==> src/mpio_consts.vh <==
// register offsets, control bit positions and reset values of the parallel port block
`ifndef MPIO_CONSTS_VH
`define MPIO_CONSTS_VH
`define MPIO_OFF_P1_LAT 12'h000
`define MPIO_OFF_P1_SEG 12'h004
`define MPIO_OFF_P1_PIN 12'h008
`define MPIO_OFF_P2_LAT 12'h00c
`define MPIO_OFF_P2_PIN 12'h010
`define MPIO_OFF_P3_LAT 12'h014
`define MPIO_OFF_P3_DRV 12'h018
`define MPIO_OFF_P3_PIN 12'h01c
`define MPIO_OFF_P5_LAT 12'h020
`define MPIO_OFF_P5_SEG 12'h024
`define MPIO_OFF_P5_PIN 12'h028
`define MPIO_OFF_P6_DIR 12'h02c
`define MPIO_OFF_P6_LAT 12'h030
`define MPIO_OFF_P6_PIN 12'h034
`define MPIO_OFF_P7_LAT 12'h038
`define MPIO_OFF_P7_SEG 12'h03c
`define MPIO_OFF_P7_PIN 12'h040
`define MPIO_OFF_CTRL 12'h044
`define MPIO_CTRL_GLOBAL_OUTPUT_ENABLE_BIT 0
`define MPIO_CTRL_DUAL_BIT 1
`define MPIO_CTRL_STOP_BIT 2
`define MPIO_CTRL_ANALOG_INPUT_DISABLE_BIT 3
`define MPIO_CTRL_P20IRQ_BIT 8
`define MPIO_RST_LAT8 8'hff
`define MPIO_RST_LAT3 3'h7
`define MPIO_RST_LAT4 4'hf
`define MPIO_RST_ZERO8 8'h00
`define MPIO_RST_CTRL 4'h9
`endif

==> src/mpio_ports.v <==
// six parallel ports behind an apb slave
`timescale 1ns/10ps
`include "mpio_consts.vh"
module mpio_ports (
  input wire pclk,
  input wire presetn,
  input wire psel,
  input wire penable,
  input wire pwrite,
  input wire [11:0] paddr,
  input wire [31:0] pwdata,
  output reg [31:0] prdata,
  output reg pready,
  output reg pslverr,
  input wire [7:0] p1_i,
  output wire [7:0] p1_o,
  output wire [7:0] p1_oe,
  input wire [2:0] p2_i,
  output wire [2:0] p2_o,
  output wire [2:0] p2_oe,
  input wire [3:0] p3_i,
  output wire [3:0] p3_o,
  output wire [3:0] p3_oe,
  input wire [7:0] p5_i,
  output wire [7:0] p5_o,
  output wire [7:0] p5_oe,
  input wire [7:0] p6_i,
  output wire [7:0] p6_o,
  output wire [7:0] p6_oe,
  input wire [7:0] p7_i,
  output wire [7:0] p7_o,
  output wire [7:0] p7_oe,
  input wire [7:0] seg1_val,
  input wire [7:0] seg5_val,
  input wire [7:0] seg7_val,
  output reg [7:0] p6_analog_en,
  output reg crystal_mode,
  output reg p20_irq
);
  reg [7:0] p1_lat_q;
  reg [7:0] p1_seg_q;
  reg [2:0] p2_lat_q;
  reg [3:0] p3_lat_q;
  reg [3:0] p3_drv_q;
  reg [7:0] p5_lat_q;
  reg [7:0] p5_seg_q;
  reg [7:0] p6_dir_q;
  reg [7:0] p6_lat_q;
  reg [7:0] p7_lat_q;
  reg [7:0] p7_seg_q;
  reg global_output_enable_q;
  reg dual_q;
  reg stop_q;
  reg analog_input_disable_q;
  reg p20_prev_q;
  reg [31:0] rd_d;
  reg err_d;
  wire setup = psel & ~penable;
  wire wr_acc = psel & penable & pready & pwrite;
  wire [7:0] wd = pwdata[7:0];
  // no wait state: data sampled in setup, answered in the first access cycle
  always @(posedge pclk or negedge presetn) begin
    if (!presetn) begin
      pready <= 1'b0;
      pslverr <= 1'b0;
      prdata <= 32'h00000000;
    end else begin
      pready <= setup;
      if (setup) begin
        prdata <= pwrite ? 32'h00000000 : rd_d;
        pslverr <= err_d;
      end else begin
        pslverr <= 1'b0;
      end
    end
  end
  wire [7:0] p6_analog = ~p6_dir_q & ~p6_lat_q & {8{~analog_input_disable_q}};
  always @* begin
    rd_d = 32'h00000000;
    err_d = 1'b0;
    case (paddr)
      `MPIO_OFF_P1_LAT: rd_d[7:0] = p1_lat_q;
      `MPIO_OFF_P1_SEG: rd_d[7:0] = p1_seg_q;
      `MPIO_OFF_P1_PIN: rd_d[7:0] = p1_i;
      `MPIO_OFF_P2_LAT: rd_d[2:0] = p2_lat_q;
      `MPIO_OFF_P2_PIN: rd_d[2:0] = p2_i;
      `MPIO_OFF_P3_LAT: rd_d[3:0] = p3_lat_q;
      `MPIO_OFF_P3_DRV: rd_d[3:0] = p3_drv_q;
      `MPIO_OFF_P3_PIN: rd_d[3:0] = p3_i;
      `MPIO_OFF_P5_LAT: rd_d[7:0] = p5_lat_q;
      `MPIO_OFF_P5_SEG: rd_d[7:0] = p5_seg_q;
      `MPIO_OFF_P5_PIN: rd_d[7:0] = p5_i;
      `MPIO_OFF_P6_DIR: rd_d[7:0] = p6_dir_q;
      `MPIO_OFF_P6_LAT: rd_d[7:0] = p6_lat_q;
      `MPIO_OFF_P6_PIN: rd_d[7:0] = p6_i & ~p6_analog;
      `MPIO_OFF_P7_LAT: rd_d[7:0] = p7_lat_q;
      `MPIO_OFF_P7_SEG: rd_d[7:0] = p7_seg_q;
      `MPIO_OFF_P7_PIN: rd_d[7:0] = p7_i;
      `MPIO_OFF_CTRL: begin
        rd_d[`MPIO_CTRL_GLOBAL_OUTPUT_ENABLE_BIT] = global_output_enable_q;
        rd_d[`MPIO_CTRL_DUAL_BIT] = dual_q;
        rd_d[`MPIO_CTRL_STOP_BIT] = stop_q;
        rd_d[`MPIO_CTRL_ANALOG_INPUT_DISABLE_BIT] = analog_input_disable_q;
        rd_d[`MPIO_CTRL_P20IRQ_BIT] = p20_irq;
      end
      default: err_d = 1'b1;
    endcase
  end
  // register writes; pin registers have no write path
  always @(posedge pclk or negedge presetn) begin
    if (!presetn) begin
      p1_lat_q <= `MPIO_RST_LAT8;
      p1_seg_q <= `MPIO_RST_ZERO8;
      p2_lat_q <= `MPIO_RST_LAT3;
      p3_lat_q <= `MPIO_RST_LAT4;
      p3_drv_q <= 4'h0;
      p5_lat_q <= `MPIO_RST_LAT8;
      p5_seg_q <= `MPIO_RST_ZERO8;
      p6_dir_q <= `MPIO_RST_ZERO8;
      p6_lat_q <= `MPIO_RST_ZERO8;
      p7_lat_q <= `MPIO_RST_LAT8;
      p7_seg_q <= `MPIO_RST_ZERO8;
      global_output_enable_q <= 1'b1;
      dual_q <= 1'b0;
      stop_q <= 1'b0;
      analog_input_disable_q <= 1'b1;
    end else if (wr_acc) begin
      case (paddr)
        `MPIO_OFF_P1_LAT: p1_lat_q <= wd;
        `MPIO_OFF_P1_SEG: p1_seg_q <= wd;
        `MPIO_OFF_P2_LAT: p2_lat_q <= wd[2:0];
        `MPIO_OFF_P3_LAT: p3_lat_q <= wd[3:0];
        `MPIO_OFF_P3_DRV: p3_drv_q <= wd[3:0];
        `MPIO_OFF_P5_LAT: p5_lat_q <= wd;
        `MPIO_OFF_P5_SEG: p5_seg_q <= wd;
        `MPIO_OFF_P6_DIR: p6_dir_q <= wd;
        `MPIO_OFF_P6_LAT: p6_lat_q <= wd;
        `MPIO_OFF_P7_LAT: p7_lat_q <= wd;
        `MPIO_OFF_P7_SEG: p7_seg_q <= wd;
        `MPIO_OFF_CTRL: begin
          global_output_enable_q <= pwdata[`MPIO_CTRL_GLOBAL_OUTPUT_ENABLE_BIT];
          dual_q <= pwdata[`MPIO_CTRL_DUAL_BIT];
          stop_q <= pwdata[`MPIO_CTRL_STOP_BIT];
          analog_input_disable_q <= pwdata[`MPIO_CTRL_ANALOG_INPUT_DISABLE_BIT];
        end
        default: ;
      endcase
    end
  end
  // port two pin zero interrupt latch; set wins over clear
  // open drain pin: released reads high on the pull-up, driven means low
  wire p20_fall = p20_prev_q & p2_oe[0];
  wire irq_clr = wr_acc & (paddr == `MPIO_OFF_CTRL) & pwdata[`MPIO_CTRL_P20IRQ_BIT];
  always @(posedge pclk or negedge presetn) begin
    if (!presetn) begin
      p20_prev_q <= 1'b1;
      p20_irq <= 1'b0;
      p6_analog_en <= 8'h00;
      crystal_mode <= 1'b0;
    end else begin
      p20_prev_q <= ~p2_oe[0];
      if (p20_fall) begin
        p20_irq <= 1'b1;
      end else if (irq_clr) begin
        p20_irq <= 1'b0;
      end
      p6_analog_en <= p6_analog;
      crystal_mode <= dual_q;
    end
  end
  wire [2:0] p2_allow;
  assign p2_allow[0] = global_output_enable_q & ~stop_q;
  assign p2_allow[1] = global_output_enable_q & ~dual_q;
  assign p2_allow[2] = global_output_enable_q & ~dual_q;
  genvar gi;
  generate
    for (gi = 0; gi < 8; gi = gi + 1) begin : g8
      mpio_pin_cell u_p1 (.pclk(pclk), .presetn(presetn), .latch(p1_lat_q[gi]),
        .seg_sel(p1_seg_q[gi]), .seg_val(seg1_val[gi]), .push_pull(1'b0),
        .drive_allowed(global_output_enable_q), .pin_o(p1_o[gi]), .pin_oe(p1_oe[gi]));
      mpio_pin_cell u_p5 (.pclk(pclk), .presetn(presetn), .latch(p5_lat_q[gi]),
        .seg_sel(p5_seg_q[gi]), .seg_val(seg5_val[gi]), .push_pull(1'b0),
        .drive_allowed(global_output_enable_q), .pin_o(p5_o[gi]), .pin_oe(p5_oe[gi]));
      mpio_pin_cell u_p7 (.pclk(pclk), .presetn(presetn), .latch(p7_lat_q[gi]),
        .seg_sel(p7_seg_q[gi]), .seg_val(seg7_val[gi]), .push_pull(1'b0),
        .drive_allowed(global_output_enable_q), .pin_o(p7_o[gi]), .pin_oe(p7_oe[gi]));
      mpio_pin_cell u_p6 (.pclk(pclk), .presetn(presetn), .latch(p6_lat_q[gi]),
        .seg_sel(1'b0), .seg_val(1'b0), .push_pull(1'b1),
        .drive_allowed(global_output_enable_q & p6_dir_q[gi]),
        .pin_o(p6_o[gi]), .pin_oe(p6_oe[gi]));
    end
    for (gi = 0; gi < 4; gi = gi + 1) begin : g4
      mpio_pin_cell u_p3 (.pclk(pclk), .presetn(presetn), .latch(p3_lat_q[gi]),
        .seg_sel(1'b0), .seg_val(1'b0), .push_pull(p3_drv_q[gi]),
        .drive_allowed(global_output_enable_q), .pin_o(p3_o[gi]), .pin_oe(p3_oe[gi]));
    end
    for (gi = 0; gi < 3; gi = gi + 1) begin : g3
      mpio_pin_cell u_p2 (.pclk(pclk), .presetn(presetn), .latch(p2_lat_q[gi]),
        .seg_sel(1'b0), .seg_val(1'b0), .push_pull(1'b0),
        .drive_allowed(p2_allow[gi]), .pin_o(p2_o[gi]), .pin_oe(p2_oe[gi]));
    end
  endgenerate
endmodule // mpio_ports

==> src/mpio_pin_cell.v <==
// one pin cell: output enable and level from latch, segment and driver type
`timescale 1ns/10ps
module mpio_pin_cell (
  input wire pclk,
  input wire presetn,
  input wire latch,
  input wire seg_sel,
  input wire seg_val,
  input wire push_pull,
  input wire drive_allowed,
  output reg pin_o,
  output reg pin_oe
);
  reg o_d;
  reg oe_d;
  always @* begin
    o_d = latch;
    oe_d = 1'b0;
    if (!drive_allowed) begin
      oe_d = 1'b0;
    end else if (seg_sel) begin
      o_d = seg_val;
      oe_d = 1'b1;
    end else if (push_pull) begin
      oe_d = 1'b1;
    end else begin
      o_d = 1'b0;
      oe_d = ~latch;
    end
  end
  always @(posedge pclk or negedge presetn) begin
    if (!presetn) begin
      pin_o <= 1'b0;
      pin_oe <= 1'b0;
    end else begin
      pin_o <= o_d;
      pin_oe <= oe_d;
    end
  end
endmodule // mpio_pin_cell

==> config.mk <==
export PLATFORM = sky130hd
export DESIGN_NAME = mpio_ports
export DESIGN_NICKNAME = d
export VERILOG_FILES = /design/src/mpio_ports.v /design/src/mpio_pin_cell.v
export VERILOG_INCLUDE_DIRS = /design/src
export SDC_FILE = /design/constraint.sdc
export NUM_CORES = 1
export LEC_CHECK = 0
export BUFFER_PORTS_ARGS = -buffer_cell sky130_fd_sc_hd__buf_2
export CORE_MARGIN = 8
export CORE_UTILIZATION = 45
export DETAILED_ROUTE_END_ITERATION = 12
export GPL_ROUTABILITY_DRIVEN = 0
export PLACE_DENSITY = 0.78
export SYNTH_ARGS = -nofsm -noshare
export SYNTH_HDL_FRONTEND = slang
export SYNTH_SLANG_ARGS = --single-unit
==> constraint.sdc <==
create_clock -name pclk -period 3.81 [get_ports pclk]
set_clock_uncertainty 0.1 [all_clocks]
set_input_delay 0 -clock pclk [delete_from_list [all_inputs] [get_ports pclk]]
set_output_delay 0 -clock pclk [all_outputs]
set_load 0.05 [all_outputs]
==> out/metrics.yaml <==
sta:
  slew_headroom_pct: 37.1
  max_freq_mhz: 363
  rsz0062_at_grt: "no"
  worst_pin_slew_ns: 0.943
  setup_tns_ns: 0
  min_period_ns: 2.76
  setup_viol: 0
  hold_viol: 0
  slew_viol_final: 0
  fin_ws_ns: 1.05
  finalCritPeriodShare_pct: 72.4
  timing.hold.ws_ns: 0.0248
clocking:
  ctsResizeCount: 0
  cts.clk_slew.worst_paths_ns: 0.07
  clock-sinks: 179
  cts_setup_buffers: 0
  cts_tree: "built"
  cts-htree-levels: 4
  insertion_delay_ns: 0.43
  cts_buffer_depth: 2
  clk_root_buffer_cell: "clkbuf_16"
  cts_buffers: 17
  cts_hold_buffers: 50
global_route:
  gr-total-overflow: 0
  grt_max_degree: 103
  antenna_found_initial: 1
  grt_pass1_vias: 6931
  grt_usage_pct: 21.8
  grt_pass1_wl_mm: 40.3
layout:
  area_delta_synth_final_pct: 17.8
  multiInputGateArea_um2: 3150
  final_cells: 1255
  stdcell_area_um2: 10300
  largest_reg_flops: 9
  fill_cells: 1783
  final_cell_mix: "186 x buf_2, 145 x dfrtp_1, 82 x o21ai_0"
  layout.area.seq_um2: 4520
  layout_commonest_cell: "buf_2"
  nets: 1088
  largest-register: "prdata"
  fin_util_pct: 53.4
  final_layout_size_suffix_gt1_share_pct: 32.7
power:
  p_seq_share_pct: 47.8
  switchingPower_uw: 967
  share_comb_of_total_power_pct: 8.0
  swShare_pct: 24.3
  ir_drop_mv: 0.309
  p_per_area_nw_per_um2: 387
  total_power_mw: 3.99
  power_frac_clock_pct: 44.2
  p_int_mw: 3.02
  leakage_nw: 4.79
detailed_routing:
  drt_first_pass_iters: 6
  drc: 0
  drt_iter0_markers: 813
  ant_nets: 0
  totalWireLength_mm: 25.9
  wl_per_cell_um: 20.6
  vias: 6699
  viasPerCell: 5.34
placed_design:
  dpl.hpwl_mm: 18.7
  place_ws_ns: 1.43
  placed_cell_area_um2: 9190
  io_buffers: 187
  dp_cells: 1172
setup_path:
  crit_path_frequent_cell: "dlygate4sd3_1"
  crit_chain: "dlygate4sd3_1, buf_2, nor4_2, dlygate4sd3_1, buf_4, a221o_1, a211o_1, a32oi_1, o21ai_1, dlygate4sd3_1"
  slowest_stage: "dlygate4sd3_1"
  worst_ep_required_time_ns: 4.02
  arrival_ns: 2.97
  start_kind: "input pin"
  ff2ff_path_depth: 7
  cp_max_fo: 14
  crit_type: "input pin to register"
  slowest_delay_ns: 0.57
  crit_path_end_kind: "register"
synth:
  syn-instance-count: 834
  synth.distinct_cells: 66
  synth-warning-count: 0
  synth_edf_count: 0
  async_flop_share_pct: 100
  ys_ff_latch: 179
  syn_area_um2: 8730
  synth-main-ff-cell: "dfrtp_1"
  synth-seq-area-share_pct: 51.8
  avgSynthCellArea_um2: 10.5
min_path:
  hp-class: "input pin to register"
  min_path_cells: 5
floorplan:
  initial_utilization_pct: 45.3
  rows: 51
  die_w_um: 155
  dieArea_um2: 24100
  core_area_um2: 19300
  die_y_um: 155
  ios: 234
run:
  cap_violations: 0
outcome:
  status: "finished, final reports clean"
## power groups by stage
| stage | clock network (mW) | registers [mW] | logic [mW] |
|---|---|---|---|
| after floorplan | 0 | 1.94 | 0.164 |
| after global placement | 0 | 1.94 | 0.276 |
| after detailed placement | 0 | 1.94 | 0.278 |
| after CTS | 1.80 | 1.91 | 0.315 |
| after global routing | 1.87 | 1.90 | 0.339 |
| final | 1.76 | 1.91 | 0.317 |
## cell usage after synthesis, types with 18 or more instances
master,instances,area [µm²]
dfrtp_1,145,3630
buf_4,107,803
nor2_1,18,67.6
o21ai_0,82,410
inv_1,48,180
nor3_1,18,90.1
a21boi_0,26,195
dfstp_2,34,893
nand3_1,39,195
clkbuf_1,19,71.3
mux2_2,43,484
nand2_1,73,274
## per-layer routing
layer  up-vias  routed length (µm)  GRT usage, %
li1       3037                   -             -
met1      3252               10800          28.4
met2       333               11900          33.9
met3        75                2320          5.10
met4         2                 880          10.1
met5         -                  10             0
## area by class of cell
class	count	area share, %
timing repair buffer	244	14.7
sequential	179	44.0
antenna	1	0.0243
clock buffer	22	4.51
multi-input combinational	486	30.6
tap	265	3.22
clock inverter	10	1.23
inverter	48	1.75
## critical path: cells and delay by family
family                 cells  cell delay [ns]
AO/OA/AOI/OAI              4             0.94
buffers and inverters      5             1.97
AND/OR/NAND/NOR            1             0.04
## kinds of logic after synthesis
kind of cell,Yosys count,synth area share [%]
and+or+nand+nor,226,14.4
buffers and inverters,191,13.1
DFF,179,51.8
AOI/OAI and AO/OA,175,12.7
muxes,62,8.01
other,1,0.0429
## worst paths after layout
path / start / endpoint / slack (ns)
min in group asynchronous: presetn / g8[4].u_p5.pin_o / 0.13
hold / removal: p6_i[7] / prdata[7] / 0.02
setup reg to reg: p1_lat_q[6] / prdata[6] / 1.13
max in group asynchronous: presetn / p1_lat_q[2] / 2.53
setup / recovery: paddr[8] / prdata[6] / 1.05
hold reg to reg: g3[0].u_p2.pin_oe / p20_prev_q / 0.32
Note: power is estimated with default switching activity, not from simulation.
